===== config.mk =====
export PLATFORM = sky130hd
export DESIGN_NAME = plp_port_io
export DESIGN_NICKNAME = d
export VERILOG_FILES = /design/src/plp_pkg.sv /design/src/plp_port_io.sv
export SDC_FILE = /design/constraint.sdc
export NUM_CORES = 1
export LEC_CHECK = 0
export ABC_AREA = 1
export ABC_CLOCK_PERIOD_IN_PS = 4000
export BUFFER_PORTS_ARGS = -buffer_cell sky130_fd_sc_hd__buf_2
export CORE_MARGIN = 2
export CORE_UTILIZATION = 53
export CTS_CLUSTER_SIZE = 12
export DETAILED_ROUTE_END_ITERATION = 7
export PLACE_DENSITY = 0.8
export SYNTH_ARGS = -nofsm -noshare
export SYNTH_HDL_FRONTEND = slang
export SYNTH_SLANG_ARGS = --single-unit

===== constraint.sdc =====
create_clock -name CORE_CLK -period 4 [get_ports CORE_CLK]
set_input_delay 0.4 -clock CORE_CLK [delete_from_list [all_inputs] [get_ports CORE_CLK]]
set_output_delay 0.4 -clock CORE_CLK [all_outputs]
set_load 0.05 [all_outputs]

===== src/plp_pkg.sv =====
package plp_pkg;
  localparam int          PORT_W          = 8;
  localparam logic [7:0]  LATCH_RST       = 8'hFF;
  localparam int          STRONG_PU_NS    = 20;
  localparam int          CLK_PERIOD_NS   = 10;
  localparam int          STRONG_PU_CYC   = (STRONG_PU_NS + CLK_PERIOD_NS - 1) / CLK_PERIOD_NS;
  localparam logic [1:0]  STRONG_CNT_W1   = 2'h1;
endpackage


===== src/plp_port_io.sv =====
`timescale 1ns/100ps
module plp_port_io #(
  parameter int W = plp_pkg::PORT_W
) (
  input  wire logic         CORE_CLK,
  input  wire logic         SYS_RST,
  input  wire logic         CLK_EN,
  input  wire logic [W-1:0] BUS_WDATA,
  input  wire logic [W-1:0] BUS_WMASK,
  input  wire logic         WR_FIRST,
  input  wire logic         WR_SECOND,
  input  wire logic         RD_LATCH,
  input  wire logic         RD_PIN,
  input  wire logic         RD_SECOND,
  output logic [W-1:0]      BUS_RDATA,
  input  wire logic         EXT_MEM_ACT,
  input  wire logic [W-1:0] EXT_ADDR_DATA,
  input  wire logic [W-1:0] FIRST_PIN_I,
  output logic [W-1:0]      FIRST_PIN_O,
  output logic [W-1:0]      FIRST_PIN_OE,
  input  wire logic [W-1:0] SECOND_PIN_I,
  output logic [W-1:0]      SECOND_PIN_O,
  output logic [W-1:0]      SECOND_PIN_OE,
  output logic [1:0]        STRONG_PULLUP,
  output logic [1:0]        HOLDING_PULLUP,
  output logic [1:0]        WEAK_KEEPER,
  input  wire logic         PULSE_A_EN,
  input  wire logic         PULSE_B_EN,
  input  wire logic         PULSE_OUTPUT_A,
  input  wire logic         PULSE_OUTPUT_B,
  output logic              TIMER2_COUNT_INPUT,
  output logic              TIMER2_TRIGGER_INPUT,
  input  wire logic         TWO_WIRE_MASTER_SELECT,
  input  wire logic         MASTER_CLOCK_OUT_BIT,
  input  wire logic         MASTER_DATA_OUT_BIT,
  input  wire logic         MASTER_DATA_DRIVE_ENABLE,
  input  wire logic         SPI_ENABLE,
  input  wire logic         SPI_MASTER,
  input  wire logic         SPI_SCLK_OUT,
  input  wire logic         SPI_MOSI_OUT,
  input  wire logic         SPI_MISO_OUT,
  input  wire logic         SERIAL_CLOCK_PIN_I,
  input  wire logic         SERIAL_DATA_PIN_I,
  input  wire logic         MISO_PIN_I,
  output logic              SERIAL_CLOCK_PIN_O,
  output logic              SERIAL_CLOCK_PIN_OE,
  output logic              SERIAL_DATA_PIN_O,
  output logic              SERIAL_DATA_PIN_OE,
  output logic              MISO_PIN_O,
  output logic              MISO_PIN_OE,
  output logic              MASTER_DATA_IN_BIT,
  output logic              SLAVE_SELECT_PULLUP
);
  if (W != 8) begin : g_chk
    $error("plp_port_io: port width must be 8");
  end
  if (plp_pkg::STRONG_PU_CYC < 1 || plp_pkg::STRONG_PU_CYC > 3) begin : g_cnt_chk
    $error("plp_port_io: strong pull-up length must fit the 2-bit counter");
  end

  logic [W-1:0] first_latch_r;
  logic [W-1:0] second_latch_r;
  logic [W-1:0] first_sync1_r, first_sync2_r;
  logic [W-1:0] second_sync1_r, second_sync2_r;
  logic [2:0]   ser_sync1_r, ser_sync2_r;
  logic [1:0]   second_prev_r;
  logic [1:0]   strong_cnt_r [2];
  logic [1:0]   pulse_en;
  logic [1:0]   pulse_val;

  assign pulse_en  = {PULSE_B_EN, PULSE_A_EN};
  assign pulse_val = {PULSE_OUTPUT_B, PULSE_OUTPUT_A};

  // Pins are asynchronous to the core
  always_ff @(posedge CORE_CLK or posedge SYS_RST) begin
    if (SYS_RST) begin
      first_sync1_r  <= '0;
      first_sync2_r  <= '0;
      second_sync1_r <= '0;
      second_sync2_r <= '0;
      ser_sync1_r    <= '0;
      ser_sync2_r    <= '0;
    end else if (CLK_EN) begin
      first_sync1_r  <= FIRST_PIN_I;
      first_sync2_r  <= first_sync1_r;
      second_sync1_r <= SECOND_PIN_I;
      second_sync2_r <= second_sync1_r;
      ser_sync1_r    <= {MISO_PIN_I, SERIAL_DATA_PIN_I, SERIAL_CLOCK_PIN_I};
      ser_sync2_r    <= ser_sync1_r;
    end
  end

  // Core merges the modified bit into a whole byte; mask picks written bits
  always_ff @(posedge CORE_CLK or posedge SYS_RST) begin
    if (SYS_RST) begin
      first_latch_r <= plp_pkg::LATCH_RST;
    end else if (CLK_EN) begin
      if (EXT_MEM_ACT) begin
        first_latch_r <= plp_pkg::LATCH_RST;
      end else if (WR_FIRST) begin
        first_latch_r <= (first_latch_r & ~BUS_WMASK) | (BUS_WDATA & BUS_WMASK);
      end
    end
  end

  always_ff @(posedge CORE_CLK or posedge SYS_RST) begin
    if (SYS_RST) begin
      second_latch_r <= plp_pkg::LATCH_RST;
    end else if (CLK_EN && WR_SECOND) begin
      second_latch_r <= (second_latch_r & ~BUS_WMASK) | (BUS_WDATA & BUS_WMASK);
    end
  end

  // Read path: read-modify-write cycles ask for the latch, others the pin
  always_ff @(posedge CORE_CLK or posedge SYS_RST) begin
    if (SYS_RST) begin
      BUS_RDATA <= '0;
    end else if (CLK_EN) begin
      if (RD_LATCH) begin
        BUS_RDATA <= RD_SECOND ? second_latch_r : first_latch_r;
      end else if (RD_PIN) begin
        BUS_RDATA <= RD_SECOND ? second_sync2_r : first_sync2_r;
      end
    end
  end

  // First port drivers
  always_ff @(posedge CORE_CLK or posedge SYS_RST) begin
    if (SYS_RST) begin
      FIRST_PIN_O  <= '0;
      FIRST_PIN_OE <= '0;
    end else if (CLK_EN) begin
      if (EXT_MEM_ACT) begin
        FIRST_PIN_O  <= EXT_ADDR_DATA;
        FIRST_PIN_OE <= '1;
      end else begin
        FIRST_PIN_O  <= '0;
        FIRST_PIN_OE <= ~first_latch_r;
      end
    end
  end

  // Strong pull-up one-shot on a latch rise of the two low pins
  for (genvar i = 0; i < 2; i++) begin : g_low
    always_ff @(posedge CORE_CLK or posedge SYS_RST) begin
      if (SYS_RST) begin
        strong_cnt_r[i] <= '0;
      end else if (CLK_EN) begin
        if (second_latch_r[i] && !second_prev_r[i]) begin
          // Rise cycle drives the first strong cycle itself, so count only the rest
          strong_cnt_r[i] <= 2'(plp_pkg::STRONG_PU_CYC) - plp_pkg::STRONG_CNT_W1;
        end else if (strong_cnt_r[i] != '0) begin
          strong_cnt_r[i] <= strong_cnt_r[i] - plp_pkg::STRONG_CNT_W1;
        end
      end
    end

    always_ff @(posedge CORE_CLK or posedge SYS_RST) begin
      if (SYS_RST) begin
        SECOND_PIN_O[i]   <= 1'b1;
        SECOND_PIN_OE[i]  <= 1'b0;
        STRONG_PULLUP[i]  <= 1'b0;
        HOLDING_PULLUP[i] <= 1'b0;
        WEAK_KEEPER[i]    <= 1'b0;
      end else if (CLK_EN) begin
        if (pulse_en[i]) begin
          SECOND_PIN_O[i]   <= pulse_val[i];
          SECOND_PIN_OE[i]  <= 1'b1;
          STRONG_PULLUP[i]  <= 1'b0;
          HOLDING_PULLUP[i] <= 1'b0;
          WEAK_KEEPER[i]    <= 1'b0;
        end else begin
          SECOND_PIN_O[i]   <= 1'b0;
          SECOND_PIN_OE[i]  <= ~second_latch_r[i];
          STRONG_PULLUP[i]  <= second_latch_r[i] && (strong_cnt_r[i] != '0 ||
                               (second_latch_r[i] && !second_prev_r[i]));
          HOLDING_PULLUP[i] <= second_latch_r[i] && second_sync2_r[i];
          WEAK_KEEPER[i]    <= second_latch_r[i];
        end
      end
    end
  end

  always_ff @(posedge CORE_CLK or posedge SYS_RST) begin
    if (SYS_RST) begin
      second_prev_r <= plp_pkg::LATCH_RST[1:0];
    end else if (CLK_EN) begin
      second_prev_r <= second_latch_r[1:0];
    end
  end

  // Upper second-port pins: plain quasi-bidirectional behaviour
  for (genvar j = 2; j < W; j++) begin : g_high
    always_ff @(posedge CORE_CLK or posedge SYS_RST) begin
      if (SYS_RST) begin
        SECOND_PIN_O[j]  <= 1'b0;
        SECOND_PIN_OE[j] <= 1'b0;
      end else if (CLK_EN) begin
        SECOND_PIN_O[j]  <= 1'b0;
        SECOND_PIN_OE[j] <= ~second_latch_r[j];
      end
    end
  end

  // Timer-2 inputs see zero unless the latch is one
  always_ff @(posedge CORE_CLK or posedge SYS_RST) begin
    if (SYS_RST) begin
      TIMER2_COUNT_INPUT   <= 1'b0;
      TIMER2_TRIGGER_INPUT <= 1'b0;
    end else if (CLK_EN) begin
      TIMER2_COUNT_INPUT   <= second_latch_r[0] & second_sync2_r[0];
      TIMER2_TRIGGER_INPUT <= second_latch_r[1] & second_sync2_r[1];
    end
  end

  // Serial pins: SPI when enabled, else software two-wire master when selected, else all released
  always_ff @(posedge CORE_CLK or posedge SYS_RST) begin
    if (SYS_RST) begin
      SERIAL_CLOCK_PIN_O  <= 1'b1;
      SERIAL_CLOCK_PIN_OE <= 1'b0;
      SERIAL_DATA_PIN_O   <= 1'b1;
      SERIAL_DATA_PIN_OE  <= 1'b0;
      MISO_PIN_O          <= 1'b1;
      MISO_PIN_OE         <= 1'b0;
      MASTER_DATA_IN_BIT  <= 1'b1;
      SLAVE_SELECT_PULLUP <= 1'b1;
    end else if (CLK_EN) begin
      SLAVE_SELECT_PULLUP <= 1'b1;
      if (SPI_ENABLE) begin
        SERIAL_CLOCK_PIN_O  <= SPI_SCLK_OUT;
        SERIAL_CLOCK_PIN_OE <= SPI_MASTER;
        SERIAL_DATA_PIN_O   <= SPI_MOSI_OUT;
        SERIAL_DATA_PIN_OE  <= SPI_MASTER;
        MISO_PIN_O          <= SPI_MISO_OUT;
        MISO_PIN_OE         <= ~SPI_MASTER;
      end else if (TWO_WIRE_MASTER_SELECT) begin
        SERIAL_CLOCK_PIN_O  <= MASTER_CLOCK_OUT_BIT;
        SERIAL_CLOCK_PIN_OE <= 1'b1;
        SERIAL_DATA_PIN_O   <= MASTER_DATA_OUT_BIT;
        SERIAL_DATA_PIN_OE  <= MASTER_DATA_DRIVE_ENABLE;
        MISO_PIN_OE         <= 1'b0;
        if (!MASTER_DATA_DRIVE_ENABLE) begin
          MASTER_DATA_IN_BIT <= ser_sync2_r[1];
        end
      end else begin
        SERIAL_CLOCK_PIN_OE <= 1'b0;
        SERIAL_DATA_PIN_OE  <= 1'b0;
        MISO_PIN_OE         <= 1'b0;
      end
    end
  end

  rst_latch_a: assert property (@(posedge CORE_CLK) $fell(SYS_RST) |-> first_latch_r == plp_pkg::LATCH_RST)
    else $error("latch not one after reset");
  ext_ones_a: assert property (@(posedge CORE_CLK) disable iff (SYS_RST)
    CLK_EN && EXT_MEM_ACT |=> first_latch_r == plp_pkg::LATCH_RST)
    else $error("external access did not set latch");
  ext_drive_a: assert property (@(posedge CORE_CLK) disable iff (SYS_RST)
    CLK_EN && EXT_MEM_ACT |=> FIRST_PIN_OE == '1 && FIRST_PIN_O == $past(EXT_ADDR_DATA))
    else $error("first port not push-pull on address/data");
  od_drive_a: assert property (@(posedge CORE_CLK) disable iff (SYS_RST)
    CLK_EN && !EXT_MEM_ACT |=> FIRST_PIN_OE == ~$past(first_latch_r) && FIRST_PIN_O == '0)
    else $error("open-drain drive wrong");
  rd_latch_a: assert property (@(posedge CORE_CLK) disable iff (SYS_RST)
    CLK_EN && RD_LATCH && !RD_SECOND |=> BUS_RDATA == $past(first_latch_r))
    else $error("read latch returned wrong value");
  rd_second_a: assert property (@(posedge CORE_CLK) disable iff (SYS_RST)
    CLK_EN && RD_LATCH && RD_SECOND |=> BUS_RDATA == $past(second_latch_r))
    else $error("second port latch read wrong");
  rd_pin_a: assert property (@(posedge CORE_CLK) disable iff (SYS_RST)
    CLK_EN && RD_PIN && !RD_LATCH && !RD_SECOND |=> BUS_RDATA == $past(first_sync2_r))
    else $error("read pin returned wrong value");
  strong_len_a: assert property (@(posedge CORE_CLK) disable iff (SYS_RST)
    CLK_EN && !PULSE_A_EN && second_latch_r[0] && !second_prev_r[0] ##1 CLK_EN && !PULSE_A_EN
    |-> STRONG_PULLUP[0] ##1 (!CLK_EN || PULSE_A_EN || STRONG_PULLUP[0]))
    else $error("strong pull-up too short");
  // Catches a one-shot that runs a cycle long
  strong_end_a: assert property (@(posedge CORE_CLK) disable iff (SYS_RST)
    CLK_EN && second_latch_r[0] && !second_prev_r[0] ##1 CLK_EN && second_latch_r[0] ##1 CLK_EN && second_latch_r[0]
    |=> !STRONG_PULLUP[0])
    else $error("strong pull-up too long");
  low_drive_a: assert property (@(posedge CORE_CLK) disable iff (SYS_RST)
    CLK_EN && !PULSE_A_EN && !second_latch_r[0] |=> SECOND_PIN_OE[0] && !SECOND_PIN_O[0])
    else $error("low pin not driven low");
  hold_drop_a: assert property (@(posedge CORE_CLK) disable iff (SYS_RST)
    CLK_EN && !PULSE_A_EN && !second_sync2_r[0] |=> !HOLDING_PULLUP[0] && WEAK_KEEPER[0] == $past(second_latch_r[0]))
    else $error("holding pull-up not dropped");
  pulse_ovr_a: assert property (@(posedge CORE_CLK) disable iff (SYS_RST)
    CLK_EN && PULSE_A_EN |=> SECOND_PIN_OE[0] && SECOND_PIN_O[0] == $past(PULSE_OUTPUT_A))
    else $error("pulse did not override latch");
  tw_clock_a: assert property (@(posedge CORE_CLK) disable iff (SYS_RST)
    CLK_EN && !SPI_ENABLE && TWO_WIRE_MASTER_SELECT |=> SERIAL_CLOCK_PIN_O == $past(MASTER_CLOCK_OUT_BIT) &&
    SERIAL_DATA_PIN_OE == $past(MASTER_DATA_DRIVE_ENABLE))
    else $error("two-wire master pins wrong");
  miso_role_a: assert property (@(posedge CORE_CLK) disable iff (SYS_RST)
    CLK_EN && SPI_ENABLE |=> MISO_PIN_OE == !$past(SPI_MASTER) && SERIAL_DATA_PIN_OE == $past(SPI_MASTER))
    else $error("serial data roles wrong");
  ss_pullup_a: assert property (@(posedge CORE_CLK) disable iff (SYS_RST)
    CLK_EN |=> SLAVE_SELECT_PULLUP)
    else $error("slave-select pull-up off");
  t2_gate_a: assert property (@(posedge CORE_CLK) disable iff (SYS_RST)
    CLK_EN && !second_latch_r[0] |=> !TIMER2_COUNT_INPUT)
    else $error("timer input not held at zero");

  ext_cycle_c: cover property (@(posedge CORE_CLK) disable iff (SYS_RST) EXT_MEM_ACT ##1 !EXT_MEM_ACT);
  strong_c: cover property (@(posedge CORE_CLK) disable iff (SYS_RST) STRONG_PULLUP[0]);
  rmw_c: cover property (@(posedge CORE_CLK) disable iff (SYS_RST) RD_LATCH ##1 WR_FIRST);
  tw_c: cover property (@(posedge CORE_CLK) disable iff (SYS_RST) TWO_WIRE_MASTER_SELECT && SERIAL_DATA_PIN_OE);
endmodule // plp_port_io


Word-level counts from Yosys, hierarchy flattened --
Index checks and enable logic that the tools add are counted. Widths: inputs -> output; s select.
Operators by class: reduce and logical (&&, ||, !) cells 25, muxes and demuxes 31, add/subtract/negate cells 2, bitwise gates (word level) 20
Operators by type and width (number):
- $mux 8 | 8
- $and 8x8->8 | 3
- $mux 1 | 19
- $not 8->8 | 2
- $or 8x8->8 | 2
- $reduce_bool 2->1 | 7
- $reduce_and 2->1 | 6
- $not 1->1 | 11
- $mux 2 | 4
- $logic_and 1x1->1 | 7
- $reduce_and 4->1 | 1
- $sub 2x1->2 const B | 2
- $and 1x1->1 | 2
- $logic_not 1->1 | 2
- $logic_or 1x1->1 | 2
Word-level totals: flip-flop bits (word level) 107, input bits 65

Depth between registers and ports, before layout --
depth after elaboration 5, depth in mapped cells 8, depth with buffers taken out 6

Least setup slack after synthesis --
OpenSTA, ideal clock, no wires.
kind input to register, start point in RD_LATCH, end point reg BUS_RDATA[0], path slack 2.887 ns, buffers on the path 1, arrival 0.995 ns, library setup time 0.118 ns, stages 5, cells stage by stage buf_2 o21ai_4 inv_2 nand2_1 nand2_1
Between the ends: longest elaborated chain between the ends 2, elaborated cells between the ends (all ways) 3, those cells by class mux: 1; reduce/logical: 2
Ends and longest elaborated chain:
- start: declaration | RTL line plp_port_io.sv:12 | input wire logic RD_LATCH,
- $reduce_bool 2->1 (no source line)
- $reduce_and 2->1 (no source line)
- end signal: assignment | RTL line plp_port_io.sv:120 | BUS_RDATA <= RD_SECOND ? second_latch_r : first_latch_r;
- end signal: assignment | RTL line plp_port_io.sv:122 | BUS_RDATA <= RD_SECOND ? second_sync2_r : first_sync2_r;
- end: declaration | RTL line plp_port_io.sv:15 | output logic [W-1:0] BUS_RDATA,
Several ways; a longest one is shown, not always the timed one. A chain may end at the register's enable or synchronous reset.

Worst setup path after layout --
start point reg MISO_PIN_O, end point out MISO_PIN_O
RTL lines:
- start: declaration | RTL line plp_port_io.sv:49 | output logic MISO_PIN_O,
- start signal: assignment | RTL line plp_port_io.sv:223 | MISO_PIN_O <= 1'b1;
- start signal: assignment | RTL line plp_port_io.sv:234 | MISO_PIN_O <= SPI_MISO_OUT;
No word-level cell between the ends.

==> out/metrics.csv <==
metric;value;unit
outcome;finished, final reports clean;
setup_viol;0;
internal-power;1.65;mW
route.detailed.drc;0;
antenna_found_initial;0;
yosysWarningCount;0;
maxSlewViolCount;0;
slowest_delay;550;ps
synth-simple-area-share;21.0;%
final_antenna_net_count;0;
routed_wl;9770;um
synth.avg_cell_area;8.59;um2
cts_hold_buf;0;
power.switching;923;uW
synth_top_family_by_area;simple AND/OR/NAND/NOR gates;
dr.pass1.iters;5;
die_x;97.0;um
end_kind;output pin;
crit_path_cell_trace;buf_2;
start_kind;flop;
slew_headroom;40.7;%
min_period;1560;ps
vias_per_cell;4.98;
grt_pass1_vias;3528;
yosys.area.top_type;dfrtp_1;
insertion_delay;370;ps
yosysSeqAreaShare;57.9;%
place.gp.congestion;0.836;
initial_core_util;55.3;%
first_iter_violations;188;
fin_crit_sh;39.1;%
synth_xor_area_share;0;%
drive_gt1_share;25.3;%
cts_buffers;9;
dp_hpwl;6830;um
fmax;0.639;GHz
dp.cells;729;
grt_pass1_wl;16400;um
fin_util;63.8;%
cts_root_buf;clkbuf_8;
cts_tree;yes;
grt_max_degree;76;
clk_pin_slew;90;ps
worst-endpoint-arrival;1160;ps
grt.overflow.total;0;
p_comb_share;26.0;%
path_delay_family;flip-flops;
fp.coreArea;8300;um2
nFillCells;720;
skew;8.59;ps
row_count;33;
wl_per_cell;13.1;um
ys_top_cells_by_area;dfrtp_1 44%, nand2_1 16%, dfstp_2 14%;
sw_frac_of_total;35.9;%
area_growth;15.4;%
synth_cells;534;
pwr-share-clk;23.0;%
crit_fanout;2;
die_y;97.0;um
track_usage;21.4;%
ios;121;
final_cells;745;
io_buffers;111;
synth-compound-area-share;10.7;%
synth_cell_types;21;
rsz0062_at_grt;false;
seqPwrFrac;50.9;%
clk_path_buf_depth;2;
powerDensity;486;nW/um2
cts_sinks;105;
cts_resized;0;
hold_class;in -> async;
ys_seq_elements;105;
cts_setup_buffers;0;
power.leakage;2.89;nW
ir_worst_vdd;0.203;mV
crit_required;3600;ps
crit_buf_inv;1;
worst_pin_slew;890;ps
fin_tns_setup;0;ps
drv_cap;0;
crit_type;reg -> out;
synth.mux.area_fraction;0.327;%
diodes;0;
nNetsFinal;702;
syn_area;4590;um2
synth_adder_area_share;0.546;%
vias;3713;
final-hold-violation-count;0;
synth_top_area_share;44.2;%
die-area;9410;um2
h-tree-depth;3;
slowest_stage;dfstp_2;
==> per-layer routing <==
layer | part of all wire [%] | vias up | track usage (%)
met5 | 0 | - | 0
met4 | 1.0 | 0 | 5.53
met3 | 6.6 | 8 | 4.48
met2 | 48 | 127 | 34.8
met1 | 44 | 1718 | 29.5
li1 | - | 1860 | -
==> area by class of cell <==
| class | count | area (um2) | share of cell area (%) |
|---|---|---|---|
| Sequential cell | 105 | 2660 | 50.2 |
| Multi-Input combinational cell | 343 | 1520 | 28.7 |
| Timing Repair Buffer | 113 | 571 | 10.8 |
| Inverter | 63 | 239 | 4.52 |
| Clock buffer | 11 | 141 | 2.67 |
| Tap cell | 105 | 131 | 2.48 |
| Clock inverter | 5 | 31.3 | 0.591 |
==> power by group through the flow <==
stage               Sequential, mW  Clock, mW  Combinational, mW
floorplan                     1.54          0              0.292
global placement              1.32          0              0.651
detailed placement            1.33          0              0.674
CTS                           1.31      0.601              0.678
global route                  1.33      0.650              0.739
finish                        1.31      0.593              0.670
==> cells in the final DEF (no fill, tap or decap), types with 2 or more instances in the layout <==
| cell type | synthesis | final |
|---|---|---|
| dfrtp_1 | 81 | 81 |
| o21ai_1 | 7 | 7 |
| nand2_1 | 196 | 196 |
| clkbuf_8 | 0 | 10 |
| a21oi_1 | 6 | 6 |
| a22o_1 | 8 | 8 |
| o21ai_0 | 49 | 49 |
| nor2_1 | 25 | 25 |
| dfstp_2 | 24 | 24 |
| buf_2 | 12 | 111 |
| inv_2 | 4 | 4 |
| clkinv_2 | 0 | 3 |
| inv_1 | 59 | 58 |
| a31oi_1 | 15 | 15 |
| nand2_2 | 3 | 3 |
| ha_1 | 2 | 2 |
| conb_1 | 2 | 7 |
| nand3_1 | 23 | 23 |
| buf_4 | 11 | 2 |
==> logic make-up after synthesis <==
logic type,Yosys count
AO/OA/AOI/OAI,86
adder cells (fa/ha/maj),2
buffers and inverters,91
flip-flops,105
multiplexers,1
other,2
AND/OR/NAND/NOR,247
==> cell usage after synthesis <==
library cell  count
ha_1              2
inv_2             4
nand3_1          23
o21ai_4           1
nor2_1           25
dfrtp_1          81
nand2_1         196
conb_1            2
o21ai_0          49
a31oi_1          15
mux2_4            1
inv_1            59
dfstp_2          24
a22o_1            8
a21oi_1           6
o21ai_1           7
clkbuf_1          1
buf_6             4
buf_2            12
buf_4            11
nand2_2           3
==> through the flow <==
stage,setup WS [ps],power [mW],hold slack [ps],instance area (um2)
floorplan,879,1.83,442,4610
global placement,2170,1.97,454,5120
detailed placement,2140,2.00,459,5120
global route,2340,2.72,217,5290
finish,2440,2.57,211,5290
CTS,2420,2.59,221,5290
==> sequential cells by signal (all words and copies together) (netlist names), 2 cells and up, named ones only <==
signal,count
BUS_RDATA,8
FIRST_PIN_OE,8
FIRST_PIN_O,8
SECOND_PIN_OE,8
first_latch_r,8
first_sync1_r,8
first_sync2_r,8
second_sync1_r,8
second_sync2_r,8
strong_cnt_r,4
HOLDING_PULLUP,2
SECOND_PIN_O,2
STRONG_PULLUP,2
WEAK_KEEPER,2
second_prev_r,2
==> path summary, 6_finish.rpt <==
kind                                        to  slack (ps)  cells after the start             from
min in group CORE_CLK         first_sync1_r[5]         230                      3   FIRST_PIN_I[5]
hold reg to reg                SECOND_PIN_O[1]         470                      2  SECOND_PIN_O[1]
setup / recovery                    MISO_PIN_O        2440                      1       MISO_PIN_O
setup reg to reg               strong_cnt_r[1]        2880                      5             flop
hold / removal             SERIAL_CLOCK_PIN_OE         210                      2          SYS_RST
max in group asynchronous            async pin        2800                      3          SYS_RST
Note: power is estimated with default switching activity, not from simulation.
